===== src/hdl/sfrec_pkg.sv =====
// Constants and types shared by the serial flash read and erase command block.
package sfrec_pkg;
  // ************************************************************
  // Command opcodes
  // ************************************************************
  localparam logic [7:0] OP_WRAP_READ = 8'hEC;
  localparam logic [7:0] OP_DUAL_OUT = 8'h3B;
  localparam logic [7:0] OP_DUAL_IO = 8'hBB;
  localparam logic [7:0] OP_IDENT = 8'h9F;
  localparam logic [7:0] OP_QUAD_IDENT = 8'hAF;
  localparam logic [7:0] OP_PARAM_READ = 8'h5A;
  localparam logic [7:0] OP_SECTOR_ERASE = 8'h20;
  localparam logic [7:0] OP_BLOCK_ERASE = 8'hD8;
  localparam logic [7:0] OP_QIO_RESET = 8'hFF;
  localparam logic [7:0] OP_SET_BURST = 8'hC0;
  // ************************************************************
  // Field values, phase lengths and geometry
  // ************************************************************
  localparam logic [3:0] CONT_NIBBLE = 4'hA;
  localparam logic [1:0] BURST_LEN_RESET = 2'h0;
  localparam logic [5:0] OPCODE_BITS = 6'h08;
  localparam logic [5:0] ADDR_BITS = 6'h18;
  localparam logic [5:0] MODE_BITS = 6'h08;
  localparam logic [5:0] DUMMY_WRAP_CLKS = 6'h18;
  localparam logic [5:0] DUMMY_BYTE_CLKS = 6'h08;
  localparam logic [5:0] DUMMY_QIDENT_CLKS = 6'h02;
  localparam logic [3:0] QIO_RESET_CLKS = 4'h8;
  localparam logic [23:0] MEM_TOP_ADDR = 24'h1FFFFF;
  localparam int TOP_ADDR_BIT = 20;
  localparam int FIFO_WIDTH = 8;
  localparam int FIFO_DEPTH = 8;
  // ************************************************************
  // Timing
  // ************************************************************
  localparam int CLK_MHZ = 250;
  localparam int ERASE_TIME_MS = 25;
  localparam int ERASE_CYCLES = ERASE_TIME_MS * 1000 * CLK_MHZ;
  // ************************************************************
  // Command phases
  // ************************************************************
  typedef enum logic [2:0] {
    PH_IDLE, PH_CMD, PH_ADDR, PH_MODE, PH_DUMMY, PH_DATA, PH_BLEN, PH_HOLD
  } sfrec_phase_t;
endpackage : sfrec_pkg


===== src/hdl/sfrec_top.sv =====
// Serial flash read and erase command handling, with its FIFO and pin synchroniser.
`timescale 1ns/1ns
`default_nettype none

// ************************************************************
// Read data FIFO
// ************************************************************
module sfrec_fifo #(
  parameter int WIDTH = sfrec_pkg::FIFO_WIDTH,
  parameter int DEPTH = sfrec_pkg::FIFO_DEPTH
) (
  input wire logic clk,
  input wire logic rst,
  input wire logic flush,
  input wire logic in_valid,
  output logic in_ready,
  input wire logic [WIDTH-1:0] in_data,
  output logic out_valid,
  input wire logic out_ready,
  output logic [WIDTH-1:0] out_data
);
  localparam int AW = $clog2(DEPTH);
  logic [WIDTH-1:0] mem_reg [DEPTH];
  logic [AW:0] wr_reg;
  logic [AW:0] rd_reg;

  assign in_ready = (wr_reg ^ rd_reg) != {1'b1, {AW{1'b0}}};
  assign out_valid = wr_reg != rd_reg;
  assign out_data = mem_reg[rd_reg[AW-1:0]];

  always_ff @(posedge clk)
  begin
    if (in_valid && in_ready)
    begin
      mem_reg[wr_reg[AW-1:0]] <= in_data;
    end
  end

  always_ff @(posedge clk)
  begin
    if (rst || flush)
    begin
      wr_reg <= '0;
      rd_reg <= '0;
    end
    else
    begin
      if (in_valid && in_ready)
      begin
        wr_reg <= wr_reg + 1'b1;
      end
      if (out_valid && out_ready)
      begin
        rd_reg <= rd_reg + 1'b1;
      end
    end
  end
endmodule : sfrec_fifo

// ************************************************************
// Three-stage pin synchroniser with agreement filter
// ************************************************************
module sfrec_sync #(
  parameter int W = 1,
  parameter logic [W-1:0] INIT = '0
) (
  input wire logic clk,
  input wire logic rst,
  input wire logic [W-1:0] d,
  output logic [W-1:0] q
);
  logic [W-1:0] s1_reg;
  logic [W-1:0] s2_reg;
  logic [W-1:0] s3_reg;

  // A bit only moves once the second and third stages agree.
  always_ff @(posedge clk)
  begin
    if (rst)
    begin
      s1_reg <= INIT;
      s2_reg <= INIT;
      s3_reg <= INIT;
      q <= INIT;
    end
    else
    begin
      s1_reg <= d;
      s2_reg <= s1_reg;
      s3_reg <= s2_reg;
      q <= (s2_reg & s3_reg) | (q & (s2_reg ^ s3_reg));
    end
  end
endmodule : sfrec_sync

// Summary of operation
// Wrap read: opcode, address, three dummy bytes
// Wrap read streams on falling edges
// Wrap address loops inside burst window
// Burst windows aligned to burst length
// Read-locked bytes return zero during wrap
// Dual output: serial header, two-lane data
// Linear reads wrap top to zero
// Dual I/O: address and mode on two lanes
// Mode nibble A skips next opcode
// Other mode nibble expects an opcode
// Quad I/O reset leaves continuation mode
// Serial ident streams three bytes repeatedly
// Four-lane ident: nibble opcode, one dummy
// Parameter read: opcode, address, dummy byte
// Sector erase sets 4-Kbyte sector ones
// Sector chosen from address bit 12 up
// Host sets write enable before erase
// Block erase sets selected block ones
// Protected block erase is ignored
// Block address from bit 13, size-masked
// Host polls busy or waits erase time
// Host holds select low whole command
// Burst length resets to eight bytes
// Set-burst byte selects 8 to 64
// Busy from launch until erase ends
// Erase ignored without write enable
module sfrec_top #(
  parameter int ERASE_CYCLES = sfrec_pkg::ERASE_CYCLES,
  parameter logic [7:0] MFR_CODE = 8'h11, // Arbitrary value.
  parameter logic [7:0] DEV_TYPE = 8'h22, // Arbitrary value.
  parameter logic [7:0] DEV_CODE = 8'h33  // Arbitrary value.
) (
  // Clock and reset
  input wire logic CORE_CLK,
  input wire logic SYS_RST,
  // Serial link pins
  input wire logic CE_N,
  input wire logic SCK,
  input wire logic [3:0] SIO_IN,
  output logic [3:0] SIO_OUT,
  output logic [3:0] SIO_OE,
  // Mode and status
  input wire logic QUAD_CMD_MODE,
  input wire logic WRITE_ENABLE,
  input wire logic AREA_PROTECTED,
  output logic BUSY,
  // Array read port
  output logic MEM_RD_REQ,
  output logic [23:0] MEM_RD_ADDR,
  output logic MEM_RD_PARAM,
  input wire logic [7:0] MEM_RD_DATA,
  input wire logic MEM_RD_LOCKED,
  // Array erase port
  output logic ERASE_REQ,
  output logic ERASE_BLOCK,
  output logic [23:0] ERASE_ADDR
);
  // ************************************************************
  // Pin sampling and edges
  // ************************************************************
  logic [5:0] pins;
  logic ce_n_lvl;
  logic sck_lvl;
  logic [3:0] sio_lvl;
  logic sck_d_reg;
  logic ce_d_reg;
  logic sck_rise;
  logic sck_fall;
  logic ce_fall;
  logic ce_rise;

  sfrec_sync #(.W(6), .INIT(6'h20)) u_sync (
    .clk(CORE_CLK),
    .rst(SYS_RST),
    .d({CE_N, SCK, SIO_IN}),
    .q(pins)
  );
  assign ce_n_lvl = pins[5];
  assign sck_lvl = pins[4];
  assign sio_lvl = pins[3:0];

  always_ff @(posedge CORE_CLK)
  begin
    if (SYS_RST)
    begin
      sck_d_reg <= 1'b0;
      ce_d_reg <= 1'b1;
    end
    else
    begin
      sck_d_reg <= sck_lvl;
      ce_d_reg <= ce_n_lvl;
    end
  end
  assign sck_rise = sck_lvl && !sck_d_reg && !ce_n_lvl;
  assign sck_fall = !sck_lvl && sck_d_reg && !ce_n_lvl;
  assign ce_fall = !ce_n_lvl && ce_d_reg;
  assign ce_rise = ce_n_lvl && !ce_d_reg;

  // ************************************************************
  // Input shifting and phase strobes
  // ************************************************************
  sfrec_pkg::sfrec_phase_t phase_reg;
  logic [7:0] op_reg;
  logic [5:0] cnt_reg;
  logic [31:0] sh_reg;
  logic [31:0] sh_next;
  logic [2:0] in_w;
  logic [5:0] cnt_add;
  logic [5:0] dummy_len;
  logic is_erase;
  logic cmd_done;
  logic addr_done;
  logic mode_done;
  logic dummy_done;
  logic blen_done;

  assign is_erase = op_reg == sfrec_pkg::OP_SECTOR_ERASE || op_reg == sfrec_pkg::OP_BLOCK_ERASE;

  always_comb
  begin
    in_w = 3'd1;
    if (phase_reg == sfrec_pkg::PH_CMD && QUAD_CMD_MODE)
    begin
      in_w = 3'd4;
    end
    else if ((phase_reg == sfrec_pkg::PH_ADDR || phase_reg == sfrec_pkg::PH_MODE)
             && op_reg == sfrec_pkg::OP_DUAL_IO)
    begin
      in_w = 3'd2;
    end
  end
  assign cnt_add = cnt_reg + 6'(in_w);

  always_comb
  begin
    unique case (in_w)
      3'd2: sh_next = {sh_reg[29:0], sio_lvl[1:0]};
      3'd4: sh_next = {sh_reg[27:0], sio_lvl};
      default: sh_next = {sh_reg[30:0], sio_lvl[0]};
    endcase
  end

  always_comb
  begin
    unique case (op_reg)
      sfrec_pkg::OP_WRAP_READ: dummy_len = sfrec_pkg::DUMMY_WRAP_CLKS;
      sfrec_pkg::OP_QUAD_IDENT: dummy_len = sfrec_pkg::DUMMY_QIDENT_CLKS;
      default: dummy_len = sfrec_pkg::DUMMY_BYTE_CLKS;
    endcase
  end

  assign cmd_done = sck_rise && phase_reg == sfrec_pkg::PH_CMD
                    && cnt_add == sfrec_pkg::OPCODE_BITS;
  assign addr_done = sck_rise && phase_reg == sfrec_pkg::PH_ADDR
                     && cnt_add == sfrec_pkg::ADDR_BITS;
  assign mode_done = sck_rise && phase_reg == sfrec_pkg::PH_MODE
                     && cnt_add == sfrec_pkg::MODE_BITS;
  assign dummy_done = sck_rise && phase_reg == sfrec_pkg::PH_DUMMY && cnt_add == dummy_len;
  assign blen_done = sck_rise && phase_reg == sfrec_pkg::PH_BLEN
                     && cnt_add == sfrec_pkg::OPCODE_BITS;

  // ************************************************************
  // Command sequencer
  // ************************************************************
  logic cont_reg;
  logic [23:0] addr_reg;

  always_ff @(posedge CORE_CLK)
  begin
    if (sck_rise)
    begin
      sh_reg <= sh_next;
    end
  end

  // Rising select always ends the transaction, whatever phase it is in.
  always_ff @(posedge CORE_CLK)
  begin
    if (SYS_RST || ce_n_lvl)
    begin
      phase_reg <= sfrec_pkg::PH_IDLE;
      cnt_reg <= '0;
    end
    else if (ce_fall)
    begin
      phase_reg <= cont_reg ? sfrec_pkg::PH_ADDR : sfrec_pkg::PH_CMD;
      cnt_reg <= '0;
    end
    else if (sck_rise)
    begin
      cnt_reg <= cnt_add;
      if (cmd_done || addr_done || mode_done || dummy_done || blen_done)
      begin
        cnt_reg <= '0;
      end
      if (cmd_done)
      begin
        unique case (sh_next[7:0])
          sfrec_pkg::OP_WRAP_READ, sfrec_pkg::OP_DUAL_OUT, sfrec_pkg::OP_DUAL_IO,
          sfrec_pkg::OP_PARAM_READ, sfrec_pkg::OP_SECTOR_ERASE,
          sfrec_pkg::OP_BLOCK_ERASE: phase_reg <= sfrec_pkg::PH_ADDR;
          sfrec_pkg::OP_IDENT: phase_reg <= sfrec_pkg::PH_DATA;
          sfrec_pkg::OP_QUAD_IDENT: phase_reg <= sfrec_pkg::PH_DUMMY;
          sfrec_pkg::OP_SET_BURST: phase_reg <= sfrec_pkg::PH_BLEN;
          default: phase_reg <= sfrec_pkg::PH_HOLD;
        endcase
      end
      else if (addr_done)
      begin
        if (op_reg == sfrec_pkg::OP_DUAL_IO)
        begin
          phase_reg <= sfrec_pkg::PH_MODE;
        end
        else if (is_erase)
        begin
          phase_reg <= sfrec_pkg::PH_HOLD;
        end
        else
        begin
          phase_reg <= sfrec_pkg::PH_DUMMY;
        end
      end
      else if (mode_done || dummy_done)
      begin
        phase_reg <= sfrec_pkg::PH_DATA;
      end
      else if (blen_done)
      begin
        phase_reg <= sfrec_pkg::PH_HOLD;
      end
    end
  end

  always_ff @(posedge CORE_CLK)
  begin
    if (SYS_RST)
    begin
      op_reg <= '0;
      addr_reg <= '0;
    end
    else if (ce_fall && cont_reg)
    begin
      op_reg <= sfrec_pkg::OP_DUAL_IO;
    end
    else if (cmd_done)
    begin
      op_reg <= sh_next[7:0];
    end
    else if (addr_done)
    begin
      addr_reg <= sh_next[23:0];
    end
  end

  // ************************************************************
  // Continuation mode and burst length
  // ************************************************************
  logic [1:0] blen_reg;
  logic [3:0] clk_cnt_reg;
  logic ones_reg;

  always_ff @(posedge CORE_CLK)
  begin
    if (SYS_RST || ce_fall)
    begin
      clk_cnt_reg <= '0;
      ones_reg <= 1'b1;
    end
    else if (sck_rise)
    begin
      clk_cnt_reg <= (clk_cnt_reg == 4'hF) ? clk_cnt_reg : clk_cnt_reg + 4'h1;
      ones_reg <= ones_reg && sio_lvl[0];
    end
  end

  // While continuation is armed a reset opcode arrives where the address would.
  always_ff @(posedge CORE_CLK)
  begin
    if (SYS_RST)
    begin
      cont_reg <= 1'b0;
    end
    else if (mode_done)
    begin
      cont_reg <= sh_next[7:4] == sfrec_pkg::CONT_NIBBLE;
    end
    else if (cmd_done && sh_next[7:0] == sfrec_pkg::OP_QIO_RESET)
    begin
      cont_reg <= 1'b0;
    end
    else if (ce_rise && cont_reg && ones_reg && clk_cnt_reg == sfrec_pkg::QIO_RESET_CLKS)
    begin
      cont_reg <= 1'b0;
    end
  end

  always_ff @(posedge CORE_CLK)
  begin
    if (SYS_RST)
    begin
      blen_reg <= sfrec_pkg::BURST_LEN_RESET;
    end
    else if (blen_done && sh_next[7:2] == 6'h00)
    begin
      blen_reg <= sh_next[1:0];
    end
  end

  // ************************************************************
  // Byte fetch into the FIFO
  // ************************************************************
  logic fetch_on_reg;
  logic id_src_reg;
  logic wrap_reg;
  logic [23:0] faddr_reg;
  logic [23:0] wbase_reg;
  logic [1:0] id_idx_reg;
  logic rd_pend_reg;
  logic [23:0] wmask;
  logic start_id;
  logic start_mem;
  logic push;
  logic in_ready;
  logic [7:0] push_data;
  logic [7:0] pop_data;
  logic pop_valid;
  logic pop;

  always_comb
  begin
    unique case (blen_reg)
      2'h0: wmask = 24'h000007;
      2'h1: wmask = 24'h00000F;
      2'h2: wmask = 24'h00001F;
      default: wmask = 24'h00003F;
    endcase
  end

  assign start_id = cmd_done && (sh_next[7:0] == sfrec_pkg::OP_IDENT
                    || sh_next[7:0] == sfrec_pkg::OP_QUAD_IDENT);
  assign start_mem = addr_done && !is_erase;
  assign push = fetch_on_reg && (id_src_reg || rd_pend_reg);

  always_comb
  begin
    unique case (id_idx_reg)
      2'h0: push_data = MFR_CODE;
      2'h1: push_data = DEV_TYPE;
      default: push_data = DEV_CODE;
    endcase
    if (!id_src_reg)
    begin
      push_data = (wrap_reg && MEM_RD_LOCKED) ? 8'h00 : MEM_RD_DATA;
    end
  end

  always_ff @(posedge CORE_CLK)
  begin
    if (SYS_RST || ce_n_lvl)
    begin
      fetch_on_reg <= 1'b0;
      id_src_reg <= 1'b0;
      wrap_reg <= 1'b0;
      faddr_reg <= '0;
      wbase_reg <= '0;
      id_idx_reg <= '0;
    end
    else if (start_id || start_mem)
    begin
      fetch_on_reg <= 1'b1;
      id_src_reg <= start_id;
      wrap_reg <= op_reg == sfrec_pkg::OP_WRAP_READ;
      faddr_reg <= sh_next[23:0] & sfrec_pkg::MEM_TOP_ADDR;
      wbase_reg <= sh_next[23:0] & ~wmask;
      id_idx_reg <= '0;
    end
    else
    begin
      if (id_src_reg && push && in_ready)
      begin
        id_idx_reg <= (id_idx_reg == 2'h2) ? 2'h0 : id_idx_reg + 2'h1;
      end
      if (MEM_RD_REQ)
      begin
        if (wrap_reg)
        begin
          faddr_reg <= (faddr_reg & ~wmask) | ((faddr_reg + 24'h1) & wmask);
        end
        else
        begin
          faddr_reg <= (faddr_reg + 24'h1) & sfrec_pkg::MEM_TOP_ADDR;
        end
      end
    end
  end

  // One read is in flight at a time, so a free slot at request time is kept for it.
  always_ff @(posedge CORE_CLK)
  begin
    if (SYS_RST)
    begin
      MEM_RD_REQ <= 1'b0;
      MEM_RD_ADDR <= '0;
      MEM_RD_PARAM <= 1'b0;
      rd_pend_reg <= 1'b0;
    end
    else
    begin
      MEM_RD_REQ <= fetch_on_reg && !id_src_reg && in_ready && !MEM_RD_REQ
                    && !rd_pend_reg && !ce_n_lvl;
      rd_pend_reg <= MEM_RD_REQ;
      if (fetch_on_reg && !MEM_RD_REQ)
      begin
        MEM_RD_ADDR <= faddr_reg;
        MEM_RD_PARAM <= op_reg == sfrec_pkg::OP_PARAM_READ;
      end
    end
  end

  sfrec_fifo #(.WIDTH(sfrec_pkg::FIFO_WIDTH), .DEPTH(sfrec_pkg::FIFO_DEPTH)) u_fifo (
    .clk(CORE_CLK),
    .rst(SYS_RST),
    .flush(ce_n_lvl),
    .in_valid(push),
    .in_ready(in_ready),
    .in_data(push_data),
    .out_valid(pop_valid),
    .out_ready(pop),
    .out_data(pop_data)
  );

  // ************************************************************
  // Output shifter
  // ************************************************************
  logic [7:0] osh_reg;
  logic [3:0] obits_reg;
  logic [7:0] obyte;
  logic [3:0] out_w;

  always_comb
  begin
    unique case (op_reg)
      sfrec_pkg::OP_DUAL_OUT, sfrec_pkg::OP_DUAL_IO: out_w = 4'd2;
      sfrec_pkg::OP_QUAD_IDENT: out_w = 4'd4;
      default: out_w = 4'd1;
    endcase
  end
  assign pop = sck_fall && phase_reg == sfrec_pkg::PH_DATA && obits_reg == 4'd0;
  assign obyte = (obits_reg != 4'd0) ? osh_reg : (pop_valid ? pop_data : 8'h00);

  // An empty FIFO at a byte boundary shifts zeros rather than stalling the link.
  always_ff @(posedge CORE_CLK)
  begin
    if (SYS_RST || ce_n_lvl)
    begin
      SIO_OUT <= '0;
      SIO_OE <= '0;
      osh_reg <= '0;
      obits_reg <= '0;
    end
    else if (sck_fall && phase_reg == sfrec_pkg::PH_DATA)
    begin
      obits_reg <= ((obits_reg == 4'd0) ? 4'd8 : obits_reg) - out_w;
      unique case (out_w)
        4'd2:
        begin
          SIO_OUT <= {2'b00, obyte[7:6]};
          SIO_OE <= 4'b0011;
          osh_reg <= {obyte[5:0], 2'b00};
        end
        4'd4:
        begin
          SIO_OUT <= obyte[7:4];
          SIO_OE <= 4'b1111;
          osh_reg <= {obyte[3:0], 4'h0};
        end
        default:
        begin
          SIO_OUT <= {2'b00, obyte[7], 1'b0};
          SIO_OE <= 4'b0010;
          osh_reg <= {obyte[6:0], 1'b0};
        end
      endcase
    end
  end

  // ************************************************************
  // Erase launch and busy timer
  // ************************************************************
  logic [31:0] busy_cnt_reg;
  logic [23:0] blk_base;
  logic erase_ok;
  localparam int TB = sfrec_pkg::TOP_ADDR_BIT;

  always_comb
  begin
    blk_base = {addr_reg[23:16], 16'h0000};
    if (addr_reg[TB:16] == '0 || &addr_reg[TB:16])
    begin
      if (addr_reg[15] == &addr_reg[TB:16])
      begin
        blk_base = {addr_reg[23:13], 13'h0000};
      end
      else
      begin
        blk_base = {addr_reg[23:15], 15'h0000};
      end
    end
  end

  assign erase_ok = ce_rise && phase_reg == sfrec_pkg::PH_HOLD && is_erase
                    && WRITE_ENABLE && !AREA_PROTECTED && !BUSY;

  always_ff @(posedge CORE_CLK)
  begin
    if (SYS_RST)
    begin
      ERASE_REQ <= 1'b0;
      ERASE_BLOCK <= 1'b0;
      ERASE_ADDR <= '0;
      BUSY <= 1'b0;
      busy_cnt_reg <= '0;
    end
    else
    begin
      ERASE_REQ <= erase_ok;
      if (erase_ok)
      begin
        ERASE_BLOCK <= op_reg == sfrec_pkg::OP_BLOCK_ERASE;
        ERASE_ADDR <= (op_reg == sfrec_pkg::OP_BLOCK_ERASE) ? blk_base
                      : {addr_reg[23:12], 12'h000};
        BUSY <= 1'b1;
        busy_cnt_reg <= '0;
      end
      else if (BUSY)
      begin
        busy_cnt_reg <= busy_cnt_reg + 32'h1;
        if (busy_cnt_reg == 32'(ERASE_CYCLES - 1))
        begin
          BUSY <= 1'b0;
        end
      end
    end
  end
endmodule : sfrec_top

`default_nettype wire

===== config.mk =====
export PLATFORM = sky130hd
export DESIGN_NAME = sfrec_top
export DESIGN_NICKNAME = d
export VERILOG_FILES = /design/src/hdl/sfrec_pkg.sv /design/src/hdl/sfrec_top.sv
export SDC_FILE = /design/constraint.sdc
export NUM_CORES = 1
export LEC_CHECK = 0
export BUFFER_PORTS_ARGS = -buffer_cell sky130_fd_sc_hd__buf_2
export CAP_MARGIN = 20
export CORE_MARGIN = 2
export CORE_UTILIZATION = 40
export CTS_BUF_LIST = sky130_fd_sc_hd__clkbuf_8
export DETAILED_ROUTE_END_ITERATION = 8
export PLACE_DENSITY = 0.57
export SLEW_MARGIN = 5
export SYNTH_ARGS = -nofsm -noshare
export SYNTH_HDL_FRONTEND = slang
export SYNTH_SLANG_ARGS = --single-unit
export TNS_END_PERCENT = 5

===== constraint.sdc =====
create_clock -name CORE_CLK -period 4.5 [get_ports CORE_CLK]
set_input_delay 0.45 -clock CORE_CLK [delete_from_list [all_inputs] [get_ports CORE_CLK]]
set_output_delay 0.45 -clock CORE_CLK [all_outputs]
set_load 0.03 [all_outputs]

==> flow_results.xml <==
<?xml version="1.0" encoding="UTF-8"?>
<metrics>
  <group name="synthesis">
    <metric name="synth_edf_count" unit="">87</metric>
    <metric name="seq_area_frac_synth" unit="%">51.6</metric>
    <metric name="post-synth-top-count-cell" unit="">dfxtp_1</metric>
    <metric name="post-synth-top-area-cell" unit="">dfxtp_1</metric>
    <metric name="synth.cells.most_frequent" unit="">dfxtp_1 (189), nand2_1 (184), nor2_1 (136), edfxtp_1 (87), a21oi_1 (83)</metric>
    <metric name="muxShareOfSynthArea" unit="%">6.15</metric>
    <metric name="synth_flop_cell" unit="">dfxtp_1</metric>
    <metric name="synthCells" unit="">1244</metric>
    <metric name="synth-xor-area-share" unit="%">4.80</metric>
    <metric name="synth_top_cells_by_area" unit="">dfxtp_1 (30%), edfxtp_1 (21%), nand2_1 (5.6%)</metric>
    <metric name="yosys.area_share.simple" unit="%">21.6</metric>
    <metric name="cell_area_after_synthesis" unit="mm²">0.0124</metric>
    <metric name="synth_compound_area_share" unit="%">9.77</metric>
    <metric name="synthDominantCellAreaShare" unit="%">30.5</metric>
    <metric name="ys_async_sr_fraction" unit="%">0</metric>
    <metric name="synth_area_in_adders" unit="%">2.44</metric>
    <metric name="synth_seq_cells" unit="">276</metric>
    <metric name="synthesis.area_per_instance" unit="µm²">9.97</metric>
    <metric name="synth.lib_cells_used.distinct" unit="">78</metric>
    <metric name="synth.yosys.warnings" unit="">0</metric>
    <metric name="dominant_combinational_cell_family_by_area_after_synthesis" unit="">simple AND/OR/NAND/NOR gates</metric>
  </group>
  <group name="floorplan">
    <metric name="floorplan.initialDensity" unit="%">40.6</metric>
    <metric name="core.rowCount" unit="">64</metric>
    <metric name="ioPinCount" unit="">81</metric>
    <metric name="fp.dieH" unit="µm">180</metric>
    <metric name="core" unit="mm²">0.0306</metric>
    <metric name="die-area" unit="mm²">0.0324</metric>
    <metric name="fp.dieW" unit="µm">180</metric>
  </group>
  <group name="sta">
    <metric name="timing.final.max_slew_violations" unit="">0</metric>
    <metric name="final_period_minus_worst_setup_slack" unit="ps">4160</metric>
    <metric name="timing_hold_violations_final" unit="">0</metric>
    <metric name="slew_headroom" unit="%">33.0</metric>
    <metric name="postLayoutSetupSlackWorst" unit="ps">336</metric>
    <metric name="worst-slew-pin-transition" unit="ps">1000</metric>
    <metric name="rsz_0062_raised_after_global_routing" unit="">false</metric>
    <metric name="setup_viol" unit="">0</metric>
    <metric name="maxClockFrequency" unit="MHz">240</metric>
    <metric name="post-route-period-util" unit="%">92.5</metric>
    <metric name="fin_worst_skew" unit="ps">22.4</metric>
    <metric name="timing.setup.tns" unit="ps">0</metric>
  </group>
  <group name="cts">
    <metric name="ctsHtreeMaxLevel" unit="">2</metric>
    <metric name="post_cts_resize_count" unit="">0</metric>
    <metric name="cts_tree" unit="">yes</metric>
    <metric name="clk_latency" unit="ps">560</metric>
    <metric name="cts_hold_buf" unit="">0</metric>
    <metric name="postCtsSetupBuffers" unit="">0</metric>
    <metric name="clk_root_buffer_cell" unit="">clkbuf_8</metric>
    <metric name="clk_path_buf_depth" unit="">3</metric>
    <metric name="clk_pin_slew" unit="ps">60</metric>
    <metric name="cts_inserted_buffers" unit="">48</metric>
    <metric name="clkSinkCount" unit="">276</metric>
  </group>
  <group name="finish">
    <metric name="number_of_flip_flops_in_the_largest_register" unit="">64</metric>
    <metric name="insertedDiodeCount" unit="">0</metric>
    <metric name="number_of_nets_in_the_finished_design" unit="">1357</metric>
    <metric name="utilization" unit="%">45.9</metric>
    <metric name="drive_gt1_share" unit="%">14.8</metric>
    <metric name="synthToLayoutAreaGrowth" unit="%">13.1</metric>
    <metric name="layoutNonFillerInstCount" unit="">1748</metric>
  </group>
  <group name="pwr">
    <metric name="p_per_area" unit="mW/mm²">345</metric>
    <metric name="p_leak" unit="nW">5.11</metric>
    <metric name="max_vdd_drop" unit="µV">194</metric>
    <metric name="total_power" unit="W">0.00485</metric>
  </group>
  <group name="placed_design">
    <metric name="detailedPlace.worstSlack" unit="ps">378</metric>
    <metric name="placedCellCount" unit="">1660</metric>
    <metric name="finalWeightedCongestion" unit="">0.821</metric>
    <metric name="port_buffers" unit="">65</metric>
    <metric name="final_hpwl_dp" unit="µm">18900</metric>
  </group>
  <group name="global_routing">
    <metric name="grt_resource_usage_total" unit="%">17.1</metric>
    <metric name="grt_antenna_before_repair" unit="">0</metric>
    <metric name="grt_max_degree" unit="">55</metric>
    <metric name="grt_pass1_wl" unit="µm">46100</metric>
    <metric name="grt_remaining_overflow" unit="">0</metric>
    <metric name="grt_pass1_vias" unit="">9038</metric>
  </group>
  <group name="min_path">
    <metric name="worstHoldPathType" unit="">in -&gt; reg</metric>
  </group>
  <group name="worst_setup_path">
    <metric name="cp.required" unit="ps">4920</metric>
    <metric name="critical-path-slowest-cell" unit="">fa_1</metric>
    <metric name="path_max_fanout" unit="">26</metric>
    <metric name="critPathCaptureType" unit="">register</metric>
    <metric name="worst_path_largest_cell_delay" unit="ps">500</metric>
    <metric name="cp_cell_sequence" unit="">nand4b_2 &gt; o31a_1 &gt; ha_1 &gt; fa_1 &gt; or2_2 &gt; or4_4 &gt; nor3_4 &gt; nor4b_4 &gt; nand2_2 &gt; nand2_4 &gt; mux2i_1 &gt; nor2_1</metric>
    <metric name="path_class" unit="">reg -&gt; reg</metric>
    <metric name="cp_data_arrival_time" unit="ps">4580</metric>
    <metric name="cp-start-kind" unit="">register</metric>
  </group>
  <group name="run_status">
    <metric name="status" unit="">complete, no violations</metric>
  </group>
  <group name="detailed_routing">
    <metric name="number_of_vias_per_cell_after_detailed_routing" unit="">5.21</metric>
    <metric name="wl" unit="µm">27800</metric>
    <metric name="ant_nets" unit="">0</metric>
    <metric name="drt_first_iter_violations" unit="">453</metric>
    <metric name="dr.pass1.iters" unit="">5</metric>
    <metric name="wire_per_inst" unit="µm">15.9</metric>
    <metric name="num_vias" unit="">9099</metric>
    <metric name="drt_drc_violations_left" unit="">0</metric>
  </group>
  <group name="run">
    <metric name="max-cap-violations" unit="">0</metric>
  </group>
</metrics>
through the flow:
stage	instance area, µm²	hold WS (ps)
finish	14000	85.1
global route	14000	70.9
CTS	14000	45.4
detailed placement	13100	398
global placement	13100	396
floorplan	12500	389
cell families (layout without fill, tap and decap cells):
| group | after synthesis | after routing |
|---|---|---|
| adder cells (fa/ha/maj) | 23 | 23 |
| other | 1 | 15 |
| AND/OR/NAND/NOR | 538 | 538 |
| flip-flops | 276 | 276 |
| AO/OA/AOI/OAI | 185 | 185 |
| XOR/XNOR | 68 | 68 |
| buffers and inverters | 97 | 191 |
| multiplexers | 56 | 56 |
report_power, final:
group	leakage, nW	switching, W	internal [W]
registers	2.31	0.00000343	0.00257
logic	2.24	0.0000548	0.0000167
clock network	0.560	0.000999	0.00120
total	5.11	0.00106	0.00379
worst max-delay path: cells and delay by family (launching register included):
| kind | cells | cell delay (ps) |
|---|---|---|
| AOI/OAI and AO/OA | 1 | 370 |
| and+or+nand+nor | 8 | 2330 |
| adders and majority gates | 2 | 720 |
| DFF | 1 | 360 |
| muxes | 1 | 230 |
metal layers:
| metal | global-route usage [%] | vias up | share of wire, % |
|---|---|---|---|
| met5 | 0 | - | 0 |
| met4 | 5.10 | 0 | 2.3 |
| met3 | 3.07 | 57 | 4.2 |
| met2 | 30.0 | 166 | 49 |
| met1 | 21.6 | 4351 | 45 |
| li1 | - | 4525 | - |
path summary, 6_finish.rpt:
path,startpoint,to,slack [ps],cells after the start
worst max-delay path,op_reg[6]$_SDFFE_PP0P_,faddr_reg[12]$_SDFFE_PP0P_,340,12
worst min-delay path,CE_N,u_sync.s1_reg[5]$_SDFF_PP1_,90,2
worst max register to register,op_reg[6]$_SDFFE_PP0P_,faddr_reg[12]$_SDFFE_PP0P_,340,12
worst min register to register,u_sync.s1_reg[5]$_SDFF_PP1_,u_sync.s2_reg[5]$_SDFF_PP1_,410,1
cells in the final DEF, fill, tap and decap left out, drive strengths merged, types with 4 or more instances in the layout:
| cell type | count |
|---|---|
| or3 | 8 |
| a221oi | 6 |
| mux2i | 38 |
| nand2 | 186 |
| nor2 | 136 |
| a31oi | 6 |
| clkinv | 6 |
| nor3b | 4 |
| a221o | 6 |
| a22oi | 19 |
| conb | 15 |
| and4 | 6 |
| a211oi | 8 |
| or2 | 4 |
| a21oi | 83 |
| nand2b | 16 |
| or4 | 6 |
| nor4b | 6 |
| xnor2 | 30 |
| nand4 | 19 |
| and2 | 12 |
| mux4 | 16 |
| inv | 40 |
| dfxtp | 189 |
| and3 | 13 |
| nand3 | 34 |
| ha | 21 |
| nor3 | 34 |
| nor4 | 13 |
| xor2 | 38 |
| o21ai | 31 |
| clkbuf | 57 |
| nand3b | 5 |
| edfxtp | 87 |
| buf | 85 |
| nor2b | 24 |
| nand4b | 6 |
area by class of cell:
| type | instances | area [µm²] |
|---|---|---|
| fill | 2933 | 16600 |
| inverter | 18 | 67.6 |
| multi-input combinational | 885 | 5630 |
| sequential | 276 | 6400 |
| clock inverter | 31 | 155 |
| timing repair buffer | 85 | 498 |
| clock buffer | 57 | 785 |
| tap | 396 | 495 |
Note: power is estimated with default switching activity, not from simulation.
